## config.mk

```make
export PLATFORM = sky130hd
export DESIGN_NAME = qct_top
export DESIGN_NICKNAME = d
export VERILOG_FILES = /design/src/verilog/qct_top.v
export VERILOG_INCLUDE_DIRS = /design/src /design/src/common
export SDC_FILE = /design/constraint.sdc
export NUM_CORES = 1
export LEC_CHECK = 0
export ABC_AREA = 1
export BUFFER_PORTS_ARGS = -buffer_cell sky130_fd_sc_hd__buf_2
export CAP_MARGIN = 15
export CORE_AREA = 8 8 131 157
export DETAILED_ROUTE_END_ITERATION = 10
export DIE_AREA = 0 0 139 165
export GPL_ROUTABILITY_DRIVEN = 0
export PLACE_DENSITY = 0.75
export SETUP_SLACK_MARGIN = 0.2
export SKIP_LAST_GASP = 1
export SYNTH_ARGS = -nofsm -noshare
export SYNTH_HDL_FRONTEND = slang
export SYNTH_SLANG_ARGS = --single-unit
```

## constraint.sdc

```tcl
create_clock -name clock -period 4.4 [get_ports clock]
set_input_delay 0 -clock clock [delete_from_list [all_inputs] [get_ports clock]]
set_output_delay 0 -clock clock [all_outputs]
set_load 0.1 [all_outputs]
```

## src/common/qct_consts.vh

```
`ifndef QCT_CONSTS_VH
`define QCT_CONSTS_VH

// Control word field positions.
`define QCT_CW_IRQ_EN 7
`define QCT_CW_COUNTER_MODE 6
`define QCT_CW_PRESC_256 5
`define QCT_CW_RISING_EDGE 4
`define QCT_CW_TRIG_START 3
`define QCT_CW_TC_FOLLOWS 2
`define QCT_CW_SOFT_RESET 1
`define QCT_CW_IS_CONTROL 0

// Reset values.
`define QCT_CTRL_RESET 8'h00
`define QCT_TC_RESET 8'h00
`define QCT_CNT_RESET 8'h00
`define QCT_VEC_RESET 5'h00

// Prescaler terminal values for divide by 16 and by 256.
`define QCT_PRESC_TOP_16 8'h0f
`define QCT_PRESC_TOP_256 8'hff

// Return-from-interrupt opcode pair seen on instruction fetches.
`define QCT_RETURN_FROM_IRQ_OPCODE_PREFIX 8'hed
`define QCT_RETURN_FROM_IRQ_OPCODE_OPCODE 8'h4d

// Vector field layout: high bits from software, channel code, zero bit.
`define QCT_VEC_HI_MSB 7
`define QCT_VEC_HI_LSB 3

`endif

```

## src/verilog/qct_top.v

```verilog
// Function
// - Vector bit zero always zero.
// - Snoop fetches, return opcode ends service.
// - Eight-bit three-state data bus, D0 lowest.
// - Two select bits pick one channel.
// - Chip select enables writes and counter reads.
// - Write when request, select, read high.
// - Read drives selected down counter value.
// - Acknowledge drives vector when chain grants.
// - High chain input means upstream idle.
// - Chain output high only when idle.
// - Interrupt request on enabled zero count.
// - Reset stops channels, quiets all outputs.
// - Per-channel trigger input, selectable edge.
// - Channels zero to two pulse zero count.
// - Control bit six selects counter mode.
// - Decrement on next clock after edge.
// - Late edge defers decrement one clock.
// - Control bit four selects trigger edge.
// - Control bit seven enables zero interrupt.
// - Zero reloads time constant without gap.
// - New constant loads after current count.
// - Vector: five high bits, channel, zero.
// - Channel zero highest, preemption downward only.
// - Bit zero set marks control word.
// - Bit four set rising, clear falling.
`timescale 1ns/1ps
`default_nettype none
`include "qct_consts.vh"

module qct_top #(
    parameter NUM_CH = 4
) (
    // System.
    input wire clock,
    input wire rst,
    // Host data bus, split into input, output and enable.
    input wire [7:0] data_in,
    output reg [7:0] data_out,
    output reg data_oe_n,
    // Host bus strobes and channel select.
    input wire chan_sel_hi,
    input wire chan_sel_lo,
    input wire chip_select_n,
    input wire io_request_n,
    input wire read_n,
    input wire first_machine_cycle_n,
    // Interrupt daisy chain and open-drain request.
    input wire priority_chain_in,
    output wire priority_chain_out,
    output wire irq_out,
    output wire irq_oe_n,
    // Channel pins.
    input wire [3:0] ext_clock_trigger,
    output wire [2:0] zero_count_pulse
);

    // Bus cycle decode.
    wire [1:0] sel;
    wire wr_cond;
    wire rd_cond;
    wire ack_cond;
    wire fetch_cond;
    reg wr_prev;
    reg ack_prev;
    reg fetch_prev;
    wire wr_take;
    wire ack_take;

    // Per-channel results gathered into flat vectors.
    wire [8*NUM_CH-1:0] cnt_flat;
    wire [NUM_CH-1:0] zc_evt;
    wire [NUM_CH-1:0] ie_clear;
    wire [NUM_CH-1:0] expect_tc;
    wire [NUM_CH-1:0] ie_en;

    // Interrupt state.
    reg [4:0] vec_hi;
    reg [NUM_CH-1:0] pending;
    reg [NUM_CH-1:0] in_service;
    reg [NUM_CH-1:0] next_pending;
    reg [NUM_CH-1:0] next_in_service;
    reg [NUM_CH-1:0] eligible;
    reg [NUM_CH-1:0] blocked;
    reg [1:0] winner;
    reg [NUM_CH-1:0] winner_mask;
    reg [NUM_CH-1:0] return_from_irq_opcode_mask;
    reg ack_own;
    reg [7:0] fetch_byte;
    reg [7:0] last_opcode;
    wire return_from_irq_opcode_seen;
    integer k;

    assign sel = {chan_sel_hi, chan_sel_lo};

    assign wr_cond = ~chip_select_n & ~io_request_n & read_n & first_machine_cycle_n;
    assign rd_cond = ~chip_select_n & ~io_request_n & ~read_n & first_machine_cycle_n;
    assign ack_cond = ~first_machine_cycle_n & ~io_request_n;
    assign fetch_cond = ~first_machine_cycle_n & ~read_n & io_request_n;

    // A strobe spans several clocks, so each write and acknowledge cycle acts once on its first clock.
    assign wr_take = wr_cond & ~wr_prev;
    assign ack_take = ack_cond & ~ack_prev;

    always @(posedge clock or posedge rst) begin
        if (rst) begin
            wr_prev <= 1'b0;
            ack_prev <= 1'b0;
            fetch_prev <= 1'b0;
        end else begin
            wr_prev <= wr_cond;
            ack_prev <= ack_cond;
            fetch_prev <= fetch_cond;
        end
    end

    // One counter channel per generate entry.
    genvar g;
    generate
        for (g = 0; g < NUM_CH; g = g + 1) begin : ch
            reg [7:0] ctrl;
            reg [7:0] tc;
            reg [7:0] cnt;
            reg [7:0] presc;
            reg tc_next;
            reg running;
            reg armed;
            reg trig_prev;
            reg zc;
            wire my_wr;
            wire edge_rise;
            wire edge_fall;
            wire active_edge;
            wire tick;

            assign my_wr = wr_take & (sel == g);
            assign edge_rise = ext_clock_trigger[g] & ~trig_prev;
            assign edge_fall = ~ext_clock_trigger[g] & trig_prev;
            assign active_edge = ctrl[`QCT_CW_RISING_EDGE] ? edge_rise : edge_fall;
            assign tick = running & (ctrl[`QCT_CW_COUNTER_MODE] ? active_edge :
                          (presc == 8'h00));
            assign zc_evt[g] = zc;
            assign cnt_flat[8*g +: 8] = cnt;
            assign ie_clear[g] = my_wr & ~tc_next & data_in[`QCT_CW_IS_CONTROL] &
                                 ~data_in[`QCT_CW_IRQ_EN];
            assign expect_tc[g] = tc_next;
            assign ie_en[g] = ctrl[`QCT_CW_IRQ_EN];

            // Channel state. Inputs arrive synchronous, so an edge is seen on the clock
            // after it happens and a late edge simply falls to the clock after that.
            always @(posedge clock or posedge rst) begin
                if (rst) begin
                    ctrl <= `QCT_CTRL_RESET;
                    tc <= `QCT_TC_RESET;
                    cnt <= `QCT_CNT_RESET;
                    presc <= 8'h00;
                    tc_next <= 1'b0;
                    running <= 1'b0;
                    armed <= 1'b0;
                    trig_prev <= 1'b0;
                    zc <= 1'b0;
                end else begin
                    trig_prev <= ext_clock_trigger[g];
                    zc <= 1'b0;
                    // Timer prescaler, free running while the channel runs.
                    if (running & ~ctrl[`QCT_CW_COUNTER_MODE]) begin
                        if (presc == 8'h00) begin
                            presc <= ctrl[`QCT_CW_PRESC_256] ? `QCT_PRESC_TOP_256 :
                                     `QCT_PRESC_TOP_16;
                        end else begin
                            presc <= presc - 8'h01;
                        end
                    end
                    // A timer waiting for its trigger starts on the active edge.
                    if (armed & active_edge) begin
                        armed <= 1'b0;
                        running <= 1'b1;
                    end
                    if (tick) begin
                        if (cnt == 8'h01) begin
                            cnt <= tc;
                            zc <= 1'b1;
                        end else begin
                            cnt <= cnt - 8'h01;
                        end
                    end
                    if (my_wr) begin
                        if (tc_next) begin
                            tc <= data_in;
                            tc_next <= 1'b0;
                            // A running channel keeps counting; the constant waits for zero.
                            if (~running) begin
                                cnt <= data_in;
                                presc <= ctrl[`QCT_CW_PRESC_256] ? `QCT_PRESC_TOP_256 :
                                         `QCT_PRESC_TOP_16;
                                if (ctrl[`QCT_CW_COUNTER_MODE] |
                                    ~ctrl[`QCT_CW_TRIG_START]) begin
                                    running <= 1'b1;
                                end else begin
                                    armed <= 1'b1;
                                end
                            end
                        end else if (data_in[`QCT_CW_IS_CONTROL]) begin
                            // control word
                            // The soft reset bit is a pulse, never stored.
                            ctrl <= {data_in[7:2], 1'b0, data_in[0]};
                            tc_next <= data_in[`QCT_CW_TC_FOLLOWS];
                            if (data_in[`QCT_CW_SOFT_RESET]) begin
                                running <= 1'b0;
                                armed <= 1'b0;
                            end
                        end
                    end
                end
            end
        end
    endgenerate

    assign zero_count_pulse = zc_evt[2:0];

    // priority and preemption
    // A channel may interrupt only if neither it nor a higher channel is in service.
    always @* begin
        blocked = {NUM_CH{1'b0}};
        eligible = {NUM_CH{1'b0}};
        winner = 2'd0;
        winner_mask = {NUM_CH{1'b0}};
        return_from_irq_opcode_mask = {NUM_CH{1'b0}};
        for (k = 0; k < NUM_CH; k = k + 1) begin
            if (k == 0) begin
                blocked[k] = in_service[k];
            end else begin
                blocked[k] = blocked[k-1] | in_service[k];
            end
            eligible[k] = pending[k] & ~blocked[k];
        end
        for (k = NUM_CH - 1; k >= 0; k = k - 1) begin
            if (eligible[k]) begin
                winner = k[1:0];
                winner_mask = {NUM_CH{1'b0}};
                winner_mask[k] = 1'b1;
            end
            if (in_service[k]) begin
                return_from_irq_opcode_mask = {NUM_CH{1'b0}};
                return_from_irq_opcode_mask[k] = 1'b1;
            end
        end
    end

    assign return_from_irq_opcode_seen = fetch_prev & ~fetch_cond & (last_opcode == `QCT_RETURN_FROM_IRQ_OPCODE_PREFIX) &
                       (fetch_byte == `QCT_RETURN_FROM_IRQ_OPCODE_OPCODE);

    // Fetch snooping: the byte present at the end of a fetch is kept as the opcode.
    always @(posedge clock or posedge rst) begin
        if (rst) begin
            fetch_byte <= 8'h00;
            last_opcode <= 8'h00;
        end else begin
            if (fetch_cond) begin
                fetch_byte <= data_in;
            end
            if (fetch_prev & ~fetch_cond) begin
                last_opcode <= fetch_byte;
            end
        end
    end

    // Pending and in-service updates; a new zero count wins over any clear.
    always @* begin
        next_pending = pending;
        next_in_service = in_service;
        if (ack_take & priority_chain_in) begin
            next_pending = next_pending & ~winner_mask;
            next_in_service = next_in_service | winner_mask;
        end
        next_pending = next_pending & ~ie_clear;
        next_pending = next_pending | (zc_evt & ie_en);
        if (return_from_irq_opcode_seen) begin
            next_in_service = next_in_service & ~return_from_irq_opcode_mask;
        end
    end

    // Interrupt registers and the vector's software-written high bits.
    always @(posedge clock or posedge rst) begin
        if (rst) begin
            pending <= {NUM_CH{1'b0}};
            in_service <= {NUM_CH{1'b0}};
            vec_hi <= `QCT_VEC_RESET;
            ack_own <= 1'b0;
        end else begin
            pending <= next_pending;
            in_service <= next_in_service;
            // Vector words go to channel 0 with bit 0 clear.
            if (wr_take & (sel == 2'd0) & ~expect_tc[0] & ~data_in[`QCT_CW_IS_CONTROL]) begin
                vec_hi <= data_in[`QCT_VEC_HI_MSB:`QCT_VEC_HI_LSB];
            end
            if (ack_take) begin
                ack_own <= priority_chain_in & (|eligible);
            end else if (~ack_cond) begin
                ack_own <= 1'b0;
            end
        end
    end

    // registered data drivers
    // Data and enable are both registered, so the bus answers one clock into a cycle.
    always @(posedge clock or posedge rst) begin
        if (rst) begin
            data_out <= 8'h00;
            data_oe_n <= 1'b1;
        end else begin
            if (ack_take) begin
                data_out <= {vec_hi, winner, 1'b0};
                data_oe_n <= ~(priority_chain_in & (|eligible));
            end else if (ack_cond) begin
                data_oe_n <= ~ack_own;
            end else if (rd_cond) begin
                data_out <= cnt_flat[8*sel +: 8];
                data_oe_n <= 1'b0;
            end else begin
                data_oe_n <= 1'b1;
            end
        end
    end

    assign priority_chain_out = priority_chain_in & ~(|in_service);
    assign irq_out = 1'b0;
    assign irq_oe_n = ~(|eligible);

endmodule // qct_top

`default_nettype wire

```

==> metrics.md, run 1 <==
| Metric | Value |
|---|---|
| DR vias | about 9,000 |
| Met1 GRT Util | approximately 27% |
| Largest area contributor in the netlist | sky130_fd_sc_hd__dfrtp_1 |
| Cells on worst reg2reg path | 8 |
| Yosys reg bits | 178 |
| Post-synthesis sequential area ratio | 44.9% |
| Layout-stage area growth over the synthesis result | 10.2% |
| Hold-fix buffer count after cts | 16 |
| DPL Wire Length | 17.0 mm |
| Master cell of the clock root buffer | sky130_fd_sc_hd__clkbuf_16 |
| Global-route track usage on met2 | 38.4% |
| Synth unique cells | 37 |
| First-pass iteration count of the detailed router | 5 |
| Die Wd | 139 µm |
| IO Port Bufs | 34 |
| Total Nets Final | 1,449 |
| Post_cts resized | 0 |
| Total placed instance area | 10,200 µm² |
| Clock transition at the registers of the reported paths | 0.07 ns |
| Flop-to-flop setup slack | between 2 and 2.5 ns |
| Die Span Y | 165 µm |
| H-tree depth reported by CTS | 4 |
| Leftover overflow at the end of global routing | 0 |
| Vias per inst | 5.42 |
| Number of global-route vias before repair | 8,594 |
| Setup tns final | 0 ns |
| Peak per-stage delay on the critical path | 0.42 ns |
| Cell with the most instances on the worst path | sky130_fd_sc_hd__nand2_1 |
| Largest fanout of any net on the critical path | 11 |
| Post-CTS setup buffer count | 0 |
| Top cells by instance count after synthesis | 404 x sky130_fd_sc_hd__nand2_1, 195 x sky130_fd_sc_hd__inv_1, 181 x sky130_fd_sc_hd__nand3_1, 177 x sky130_fd_sc_hd__dfrtp_1, 120 x sky130_fd_sc_hd__nor2_1 |
| Final wirelength | 24.5 mm |
| Mapped Area | just under 10,000 µm² |
| RSZ-0062 raised after global routing | false |
| Clock latency on the worst-skew pair | 0.44 ns |
| Type of the most critical hold path | in -> reg |
| GR Util met3 | 3.70% |
| Max frequency | 494 MHz |
| Wire length of the first global-routing pass | 41.3 mm |
| Count of flip-flops with a built-in enable after synthesis | 0 |
| Global routing usage summed across all routing layers | between 20% and 30% |
| Static Leak | 5.82 nW |
| Clock Path Buffers | 2 |
| Initial antenna violation count | 0 |
| Maximum number of pins on one net before global-route repair | 179 |
| Post-Route Utilization | roughly three fifths |
| Pwr/cell area | 554 nW/µm² |
| Hold Path Cell Cnt | 5 |
| Mean cell area of the mapped netlist | just over 7 µm² |
| Final-report max-slew violation count | 0 |
| Placeable core region | 18,000 µm² |
| Share of the clock period used by the worst path after layout | approximately 46% |
| Number of remaining DRC errors | 0 |
| Share of the synthesized area in the top cell type | 44.6% |
| Worst Max-Slew Pin Slew | 0.984 ns |
| Result of the run | completed |
| Async set-or-reset flop fraction in the synthesized netlist | 100% |
| Flip-flop cell with the highest count after synthesis | sky130_fd_sc_hd__dfrtp_1 |
| Die area | 22,900 µm² |
| Peak-usage layer in the global routing report | met2 |
| Most numerous cell in the Yosys netlist | sky130_fd_sc_hd__nand2_1 |
| Gate Count Post-Synth | approximately 1,400 |
| Largest cells by area after synthesis | sky130_fd_sc_hd__dfrtp_1 45%, sky130_fd_sc_hd__nand2_1 15%, sky130_fd_sc_hd__nand3_1 9.1% |
| Final number of hold-violating endpoints | 0 |
| Critical path cell sequence | inv_1 > ha_1 > nand2_1 > nor2_1 > nand2_1 > or2_2 > nand3_1 > a21oi_1 |
| Starting density of the core | 55.3% |
| Sinks on Clock Net | 178 |
| Fillcell total | approximately 1,700 |
| Peak VDD IR | 0.000337 V |
| Number of core rows | 54 |
| Post-layout instance area | 10,900 µm² |
| CTS tree | yes |
| Max-slew headroom at the worst pin | around 34% |
| Drt initial violations | 663 |
| Ratio of cells with drive above 1 in the final layout | 6.72% |
| Residual antenna-violating net count after detailed routing | 0 |
| Number of max-cap violations | 0 |
| Synthesized net count | 1,413 |
| Final setup viols | 0 |
| Synthesis Warnings | 0 |
| Inserted Clock Buffers | 17 |
| Required time of the critical path | 4.72 ns |
| Critical Path End Type | register |
| Crit start category | register |
| Period minus WS final | 2.02 ns |
| Average detailed-routed wire length per instance | ~15 µm |
| # diodes | 0 |
| Worst Setup Path Type | reg -> reg |
| Standard cell with the maximum stage delay on the critical path | sky130_fd_sc_hd__dfrtp_1 |
| Arrival time reported for the critical path endpoint | 2.34 ns |
| Clock Skew | ~0.010 ns |
| Top-level I/O count | 36 |
## final cells by class
class / count / area (µm²) / share of cell area [%]
multi-input cells: 966 / 4520 / 41.3
flip-flops and latches: 178 / 4460 / 40.7
inverters: 202 / 763 / 6.97
clock buffers: 18 / 439 / 4.01
repair buffers: 51 / 350 / 3.20
well taps: 224 / 280 / 2.56
clock inverters: 14 / 141 / 1.29
## flip-flops by register name, summed over array words and instances (netlist names)
register and cells:
ch.armed 4, data_oe_n 1, vec_hi 5, pending 4
ch.presc 32, ack_own 1, fetch_byte 8, last_opcode 8
fetch_prev 1, ack_prev 1, ch.ctrl 20, ch.zc 4
ch.tc 32, ch.cnt 32, wr_prev 1, ch.running 4
in_service 4, ch.tc_next 4, data_out 8, ch.trig_prev 4
## cell families (layout without fill, tap and decap cells)
logic type	count (synthesis)	in the layout	share of synthesized area, %
AND/OR/NAND/NOR	768	768	33.6
buffers and inverters	236	285	9.65
flip-flops	178	178	44.9
AO/OA/AOI/OAI	172	172	9.16
XOR/XNOR	13	13	1.15
adder cells (fa/ha/maj)	12	12	1.51
other	1	1	0.0378
## per-layer routing
layer  vias to the layer above  wire (µm)
met5                         -          0
li1                       4476          -
met4                         0        915
met2                       240      12000
met3                        74       1020
met1                      4167      10600
## cells in the final DEF, fill, tap and decap left out, types with 3 or more instances in the layout
cell type and n:
sky130_fd_sc_hd__nand4_1 14, sky130_fd_sc_hd__xor2_1 12, sky130_fd_sc_hd__dfrtp_1 177, sky130_fd_sc_hd__inv_2 5, sky130_fd_sc_hd__nand3_1 181, sky130_fd_sc_hd__clkbuf_16 17, sky130_fd_sc_hd__inv_1 194, sky130_fd_sc_hd__a21oi_1 29
sky130_fd_sc_hd__o21ai_0 103, sky130_fd_sc_hd__a31oi_1 9, sky130_fd_sc_hd__o21ai_1 8, sky130_fd_sc_hd__nor3_1 14, sky130_fd_sc_hd__nand2_2 5, sky130_fd_sc_hd__buf_2 34, sky130_fd_sc_hd__o211ai_1 5, sky130_fd_sc_hd__clkinvlp_4 4
sky130_fd_sc_hd__o22ai_1 16, sky130_fd_sc_hd__nand2_1 404, sky130_fd_sc_hd__nor2_1 120, sky130_fd_sc_hd__ha_1 12, sky130_fd_sc_hd__nand3_2 5, sky130_fd_sc_hd__nor2_2 3, sky130_fd_sc_hd__dlygate4sd3_1 16, sky130_fd_sc_hd__nand3b_1 10
sky130_fd_sc_hd__inv_6 5
## stage by stage
step	setup slack, ns	std cells	power, mW	hold WS (ns)
final	2.38	1653	6.07	0.0983
after global routing	2.06	1653	6.54	0.149
after CTS	2.39	1653	6.07	0.0937
after detailed placement	2.40	1605	4.54	0.135
after global placement	2.48	1605	4.46	0.137
after floorplan	1.70	1380	4.07	0.0314
## final timing paths
kind,startpoint,to
max,ch[2].cnt[1],ch[2].cnt[5]
min,io_request_n,data_out[2]
max reg2reg,ch[2].cnt[1],ch[2].cnt[5]
min reg2reg,ch[3].zc,pending[3]
max in group asynchronous,rst,ch[2].cnt[3]
min in group asynchronous,rst,ack_prev
## power by group
group,internal [mW],switching [mW],leakage [nW]
Combinational,0.773,1.43,3.30
Sequential,2.02,0.334,2.24
Clock,0.812,0.698,0.278
Total,3.61,2.46,5.82
## worst max-delay path, delay by kind of cell, from the launching register on
| kind | cells | cell delay, ns |
|---|---|---|
| AO/OA/AOI/OAI | 1 | 0.06 |
| buffers and inverters | 1 | 0.10 |
| flip-flops | 1 | 0.42 |
| AND/OR/NAND/NOR | 5 | 1.20 |
| adder cells (fa/ha/maj) | 1 | 0.14 |
Power figures use the tool's default switching activity.
==> inputs of run 2 (changes only) <==
--- a/config.mk
+++ b/config.mk
@@ -13,7 +13,7 @@
 export DETAILED_ROUTE_END_ITERATION = 10
 export DIE_AREA = 0 0 139 165
 export GPL_ROUTABILITY_DRIVEN = 0
-export PLACE_DENSITY = 0.75
+export PLACE_DENSITY = 0.72
 export SETUP_SLACK_MARGIN = 0.2
 export SKIP_LAST_GASP = 1
 export SYNTH_ARGS = -nofsm -noshare
==> constraint.sdc (replaced) <==
create_clock -name clock -period 1.92 [get_ports clock]
set_input_delay 0 -clock clock [delete_from_list [all_inputs] [get_ports clock]]
set_output_delay 0 -clock clock [all_outputs]
set_load 0.1 [all_outputs]
==> run 2 against run 1 <==
Wire length grew 3.2%. Design area grew 4.0%. Die area is the same. Clock skew shrank 0.0029 ns. Highest routed layer unchanged.
==> metrics.md, run 2 (same netlist as run 1, synthesis figures left out) <==
| Metric | Value |
|---|---|
| Placeable core region | 18,000 µm² |
| IO Port Bufs | 34 |
| Vias per inst | 5.36 |
| Die area | 22,900 µm² |
| Peak VDD IR | between 0.0007 and 0.0008 V |
| Combinational power share | approximately 37% |
| First-pass iteration count of the detailed router | 5 |
| Flop-to-flop setup slack | 0.33 ns |
| Leftover overflow at the end of global routing | 0 |
| End point of the worst hold path | ch[0].ctrl[4] |
| Portion of total power attributed to the clock network | around 26% |
| Starting density of the core | 55.3% |
| Type of the most critical hold path | in -> reg |
| Residual antenna-violating net count after detailed routing | 0 |
| Max frequency | a little under 600 MHz |
| CTS tree | yes |
| Number of max-cap violations | 0 |
| Final instance count without filler cells | 1,687 |
| Period minus WS final | 1.69 ns |
| Drt initial violations | 601 |
| Top-level I/O count | 36 |
| Most common cell after layout, fill and taps aside | sky130_fd_sc_hd__nand2_1 |
| Layout-stage area growth over the synthesis result | 14.6% |
| Final-report max-slew violation count | 0 |
| Largest registers | ch.cnt x32, ch.presc x32, ch.tc x32 |
| Hold Path Cell Cnt | 4 |
| Sinks on Clock Net | 178 |
| Clock Skew | between 0.007 and 0.008 ns |
| Worst hold margin | 0.0634 ns |
| Clock latency on the worst-skew pair | 0.44 ns |
| Arrival time reported for the critical path endpoint | roughly 1.7 ns |
| P_int | 8.70 mW |
| # diodes | 0 |
| Reg2Reg Launch Point | ch[0].presc[0] |
| Final setup viols | 0 |
| Number of core rows | 54 |
| Final number of hold-violating endpoints | 0 |
| DP Cell Count | between 1,500 and 2,000 |
| Max-slew headroom at the worst pin | 59.1% |
| Largest fanout of any net on the critical path | 6 |
| Inserted Clock Buffers | 17 |
| Global routing usage summed across all routing layers | a little under a quarter |
| Number of remaining DRC errors | 0 |
| Number of global-route vias before repair | 8,522 |
| Maximum number of pins on one net before global-route repair | 103 |
| Pwr/cell area | 1270 nW/µm² |
| Share of the clock period used by the worst path after layout | 87.9% |
| Switching Share | 39.8% |
| RSZ-0062 raised after global routing | true |
| Total Nets Final | 1,483 |
| Destination of the worst register-to-register timing path | ch[0].cnt[6] |
| Initial antenna violation count | 0 |
| Static Leak | 6.00 nW |
| Result of the run | completed |
| Master cell of the clock root buffer | sky130_fd_sc_hd__clkbuf_16 |
| Min-Delay Startpoint | data_in[4] |
| Final wirelength | 25.3 mm |
| DPL Wire Length | 17.5 mm |
| H-tree depth reported by CTS | 4 |
| Average detailed-routed wire length per instance | approximately 15 µm |
| Die Span Y | 165 µm |
| Post-Route Utilization | 63.3% |
| Critical Path End Type | output port |
| Most used cells in the layout excluding fill and tap cells | 397 x sky130_fd_sc_hd__nand2_1, 190 x sky130_fd_sc_hd__inv_1, 177 x sky130_fd_sc_hd__nand3_1 |
| Die Wd | 139 µm |
| Worst Setup Path Type | reg -> out |
| Clock transition at the registers of the reported paths | 0.07 ns |
| Net Switching | 5.75 mW |
| Flop pwr share | 37.4% |
| Wire length of the first global-routing pass | between 40 and 50 mm |
| Crit start category | register |
| Required time of the critical path | 1.92 ns |
| Ratio of cells with drive above 1 in the final layout | a little over a tenth |
| Clock Path Buffers | 2 |
| DR vias | 9,045 |
| Cells on worst reg2reg path | 10 |
| Worst Max-Slew Pin Slew | 0.612 ns |
==> run 2: changes by cell type in the layout (fill, tap and decap cells not counted), sizes merged <==
cell	previous run	this run
buf	35	69
bufinv	1	3
inv	206	204
clkbuf	18	17
clkinv	5	6
==> run 2: per-layer routing <==
metal | routed length [µm] | vias up | part of all wire [%] | global-route usage [%]
met1 | 10900 | 4192 | 43 | 27.1
met5 | 0 | - | 0 | 0
li1 | - | 4558 | - | -
met2 | 12400 | 228 | 49 | 39.4
met3 | 1020 | 67 | 4.0 | 3.47
met4 | 950 | 0 | 3.8 | 11.2
==> run 2: timing repair <==
action | CTS | global route
endpoints found under the hold margin | 203 | 0
setup buffers | 0 | 5
hold buffers | 16 | 0
gates resized for setup | 6 | 28
setup endpoints to repair | 2 | 50
cloned | 0 | 0
pin swaps | 0 | 2
==> run 2: worst max path at each step <==
stage,start,endpoint,slack (ns),cells after the start
final,in_service[0],irq_oe_n,0.23,7
after global routing,in_service[0],irq_oe_n,0.14,7
after CTS,in_service[0],irq_oe_n,0.17,7
after detailed placement,ch[3].presc[0],ch[3].cnt[0],0.26,9
after global placement,ch[3].presc[0],ch[3].cnt[0],0.28,9
after floorplan,rst,ack_own,-0.36,1
==> run 2: area by class of cell <==
| class | instances | area, µm² |
|---|---|---|
| flip-flops and latches | 178 | 4460 |
| inverters | 202 | 763 |
| repair buffers | 85 | 631 |
| multi-input cells | 966 | 4620 |
| clock inverters | 15 | 201 |
| fillers | 1575 | 6590 |
| clock buffers | 17 | 425 |
| well taps | 224 | 280 |
==> run 2: per-stage QoR <==
| stage | power [mW] | setup TNS, ns | instance area [µm²] | setup WS (ns) |
|---|---|---|---|---|
| final | 14.4 | 0 | 11400 | 0.233 |
| after global routing | 15.5 | 0 | 11400 | 0.145 |
| after CTS | 14.4 | 0 | 11300 | 0.168 |
| after detailed placement | 10.6 | 0 | 10500 | 0.257 |
| after global placement | 10.5 | 0 | 10500 | 0.282 |
| after floorplan | 9.34 | -63.68 | 9950 | -0.360 |
==> run 2: worst max-delay path, stage by stage (launching register included) <==
cell	delay, ns
sky130_fd_sc_hd__dfrtp_2	0.46
sky130_fd_sc_hd__nor2_4	0.14
sky130_fd_sc_hd__nand2_2	0.11
sky130_fd_sc_hd__nor2_2	0.12
sky130_fd_sc_hd__nand2_1	0.07
sky130_fd_sc_hd__nand2_1	0.13
sky130_fd_sc_hd__nor2_4	0.06
sky130_fd_sc_hd__buf_8	0.17
==> run 2: power groups by stage <==
stage	combinational (mW)	clock, mW	sequential, mW
floorplan	3.92	0	5.43
global placement	5.07	0	5.41
global route	6.09	3.89	5.51
detailed placement	5.17	0	5.42
CTS	5.25	3.76	5.37
finish	5.31	3.73	5.40
==> inputs of run 3 (changes only) <==
==> constraint.sdc (replaced) <==
create_clock -name clock -period 2.2 [get_ports clock]
set_input_delay 0 -clock clock [delete_from_list [all_inputs] [get_ports clock]]
set_output_delay 0 -clock clock [all_outputs]
set_load 0.1 [all_outputs]
==> run 3 against run 2 <==
Clock power fell by 16%. Setup slack gained 0.14 ns. Sequential power decreased by 13%. Wire length fell by 0.77%. Non-clock buffer count down 17. Largest power group unchanged.
==> metrics.md, run 3 (same netlist as run 1, synthesis figures left out) <==
| Metric | Value |
|---|---|
| IO Port Bufs | 34 |
| Top-level I/O count | 36 |
| Worst Max-Slew Pin Slew | 0.703 ns |
| Layout-stage area growth over the synthesis result | 12.3% |
| Most used cells in the layout excluding fill and tap cells | 404 x sky130_fd_sc_hd__nand2_1, 194 x sky130_fd_sc_hd__inv_1, 181 x sky130_fd_sc_hd__nand3_1 |
| Peak VDD IR | 0.000620 V |
| Largest fanout of any net on the critical path | 6 |
| Number of remaining DRC errors | 0 |
| Placeable core region | 18,000 µm² |
| Post-layout instance area | 11,200 µm² |
| Number of max-cap violations | 0 |
| H-tree depth reported by CTS | 4 |
| Fillcell total | roughly 1,600 |
| Total placed instance area | 10,400 µm² |
| Result of the run | completed |
| Final wirelength | about 25 mm |
| Hold Path Cell Cnt | 4 |
| Max frequency | 548 MHz |
| Die Wd | 139 µm |
| Total power draw | about 12 mW |
| Final setup viols | 0 |
| Final-report max-slew violation count | 0 |
| Wire length of the first global-routing pass | 42.2 mm |
| DP Cell Count | 1,622 |
| Share of the clock period used by the worst path after layout | 83.0% |
| Cells on worst reg2reg path | 9 |
| Period minus WS final | 1.83 ns |
| Post-CTS setup buffer count | 0 |
| Starting density of the core | 55.3% |
| Final number of hold-violating endpoints | 0 |
| Initial antenna violation count | 0 |
| Residual antenna-violating net count after detailed routing | 0 |
| DR vias | 9,000 |
| Vias per inst | 5.39 |
| Drt initial violations | 580 |
| DPL Wire Length | between 15 and 20 mm |
| Placement-stage worst setup slack | between 0.4 and 0.5 ns |
| Global routing usage summed across all routing layers | 22.9% |
| Critical Path End Type | output port |
| Static Leak | 5.94 nW |
| Maximum number of pins on one net before global-route repair | 51 |
| Sinks on Clock Net | 178 |
| Clock transition at the registers of the reported paths | 0.07 ns |
| Setup WS post-layout | 0.374 ns |
| Final instance count without filler cells | 1,670 |
| Arrival time reported for the critical path endpoint | 1.83 ns |
| Inserted Clock Buffers | 17 |
| # diodes | 0 |
| Average detailed-routed wire length per instance | 15.0 µm |
| Largest registers | ch.cnt x32, ch.presc x32, ch.tc x32 |
| Total Nets Final | 1,466 |
| Clock latency on the worst-skew pair | 0.43 ns |
| RSZ-0062 raised after global routing | false |
| Die area | between 20,000 and 25,000 µm² |
| Most common cell after layout, fill and taps aside | sky130_fd_sc_hd__nand2_1 |
| Multi-input logic area | roughly 4500 µm² |
| Max-slew headroom at the worst pin | 53.1% |
| Sequential cell area in the final layout | 4460 µm² |
| Clock Skew | 0.00540 ns |
| Clock Path Buffers | 2 |
| Leftover overflow at the end of global routing | 0 |
| Die Span Y | 165 µm |
| CTS tree | yes |
| Master cell of the clock root buffer | sky130_fd_sc_hd__clkbuf_16 |
| Type of the most critical hold path | in -> reg |
| Number of core rows | 54 |
| Required time of the critical path | 2.20 ns |
| Number of global-route vias before repair | 8,676 |
| Worst Setup Path Type | reg -> out |
| Crit start category | register |
| Pwr/cell area | 1110 nW/µm² |
| Ratio of cells with drive above 1 in the final layout | roughly 7.9% |
| First-pass iteration count of the detailed router | 7 |
-- run 3: cell count changes in the layout (fill, tap and decap cells not counted), moves of 3 or more --
cell	change
sky130_fd_sc_hd__buf_4	-20
sky130_fd_sc_hd__clkinv_2	+3
sky130_fd_sc_hd__inv_1	+4
sky130_fd_sc_hd__inv_2	-4
sky130_fd_sc_hd__inv_8	-4
sky130_fd_sc_hd__nand2_1	+7
sky130_fd_sc_hd__nand2_2	-5
sky130_fd_sc_hd__nand3_1	+4
sky130_fd_sc_hd__nand3_2	-3
sky130_fd_sc_hd__nor2_1	+7
sky130_fd_sc_hd__nor2_2	-4
sky130_fd_sc_hd__nor2_4	-3
-- run 3: stage by stage --
stage                     utilization [%]  hold WS, ns  setup TNS, ns
after floorplan                         -       0.0314         -14.12
after global placement               57.8        0.103              0
after detailed placement             57.8        0.106              0
after CTS                            62.1       0.0549              0
after global routing                 62.1        0.100              0
final                                62.1       0.0675              0
-- run 3: cell type report --
| type | instances | share of cell area [%] |
|---|---|---|
| repair buffers | 68 | 4.64 |
| flip-flops and latches | 178 | 39.9 |
| inverters | 202 | 6.84 |
| clock inverters | 12 | 1.40 |
| clock buffers | 20 | 4.09 |
| well taps | 224 | 2.51 |
| multi-input cells | 966 | 40.6 |
-- run 3: repair_timing --
action / CTS / global route
resized for setup: 0 / 1
endpoints found under the hold margin: 43 / 0
endpoints found under the setup margin: 0 / 1
hold buffers: 16 / 0
-- run 3: per-layer routing --
| metal | wire length [µm] | vias up | part of all wire [%] | global-route usage [%] |
|---|---|---|---|---|
| li1 | - | 4510 | - | - |
| met1 | 10400 | 4218 | 41 | 26.3 |
| met2 | 12500 | 199 | 50 | 40.4 |
| met3 | 1140 | 73 | 4.5 | 4.51 |
| met4 | 1020 | 0 | 4.1 | 11.3 |
| met5 | 0 | - | 0 | 0 |
-- run 3: power by group --
part           total (mW)  switching, mW  internal, mW  leakage (nW)
combinational        4.51           2.88          1.63          3.39
sequential           4.70          0.657          4.05          2.24
clock                3.14           1.29          1.85         0.300
total                12.4           4.83          7.53          5.94
-- run 3: worst max-delay path, cell delays in order (launching register included) --
cell,delay (ns)
sky130_fd_sc_hd__dfrtp_1,0.43
sky130_fd_sc_hd__nor2_1,0.10
sky130_fd_sc_hd__nand2_1,0.12
sky130_fd_sc_hd__inv_1,0.08
sky130_fd_sc_hd__nand2_1,0.08
sky130_fd_sc_hd__nand2_1,0.08
sky130_fd_sc_hd__nor2_2,0.14
sky130_fd_sc_hd__clkbuf_4,0.36
-- run 3: worst paths after layout --
check	start	endpoint	slack, ns
min in group asynchronous	rst	ch[0].trig_prev	0.20
hold / removal	io_request_n	fetch_prev	0.07
setup / recovery	in_service[0]	irq_oe_n	0.37
hold reg to reg	ch[3].zc	pending[3]	0.48
setup reg to reg	ch[2].presc[0]	ch[2].cnt[0]	0.41
max in group asynchronous	rst	ch[2].cnt[5]	1.35
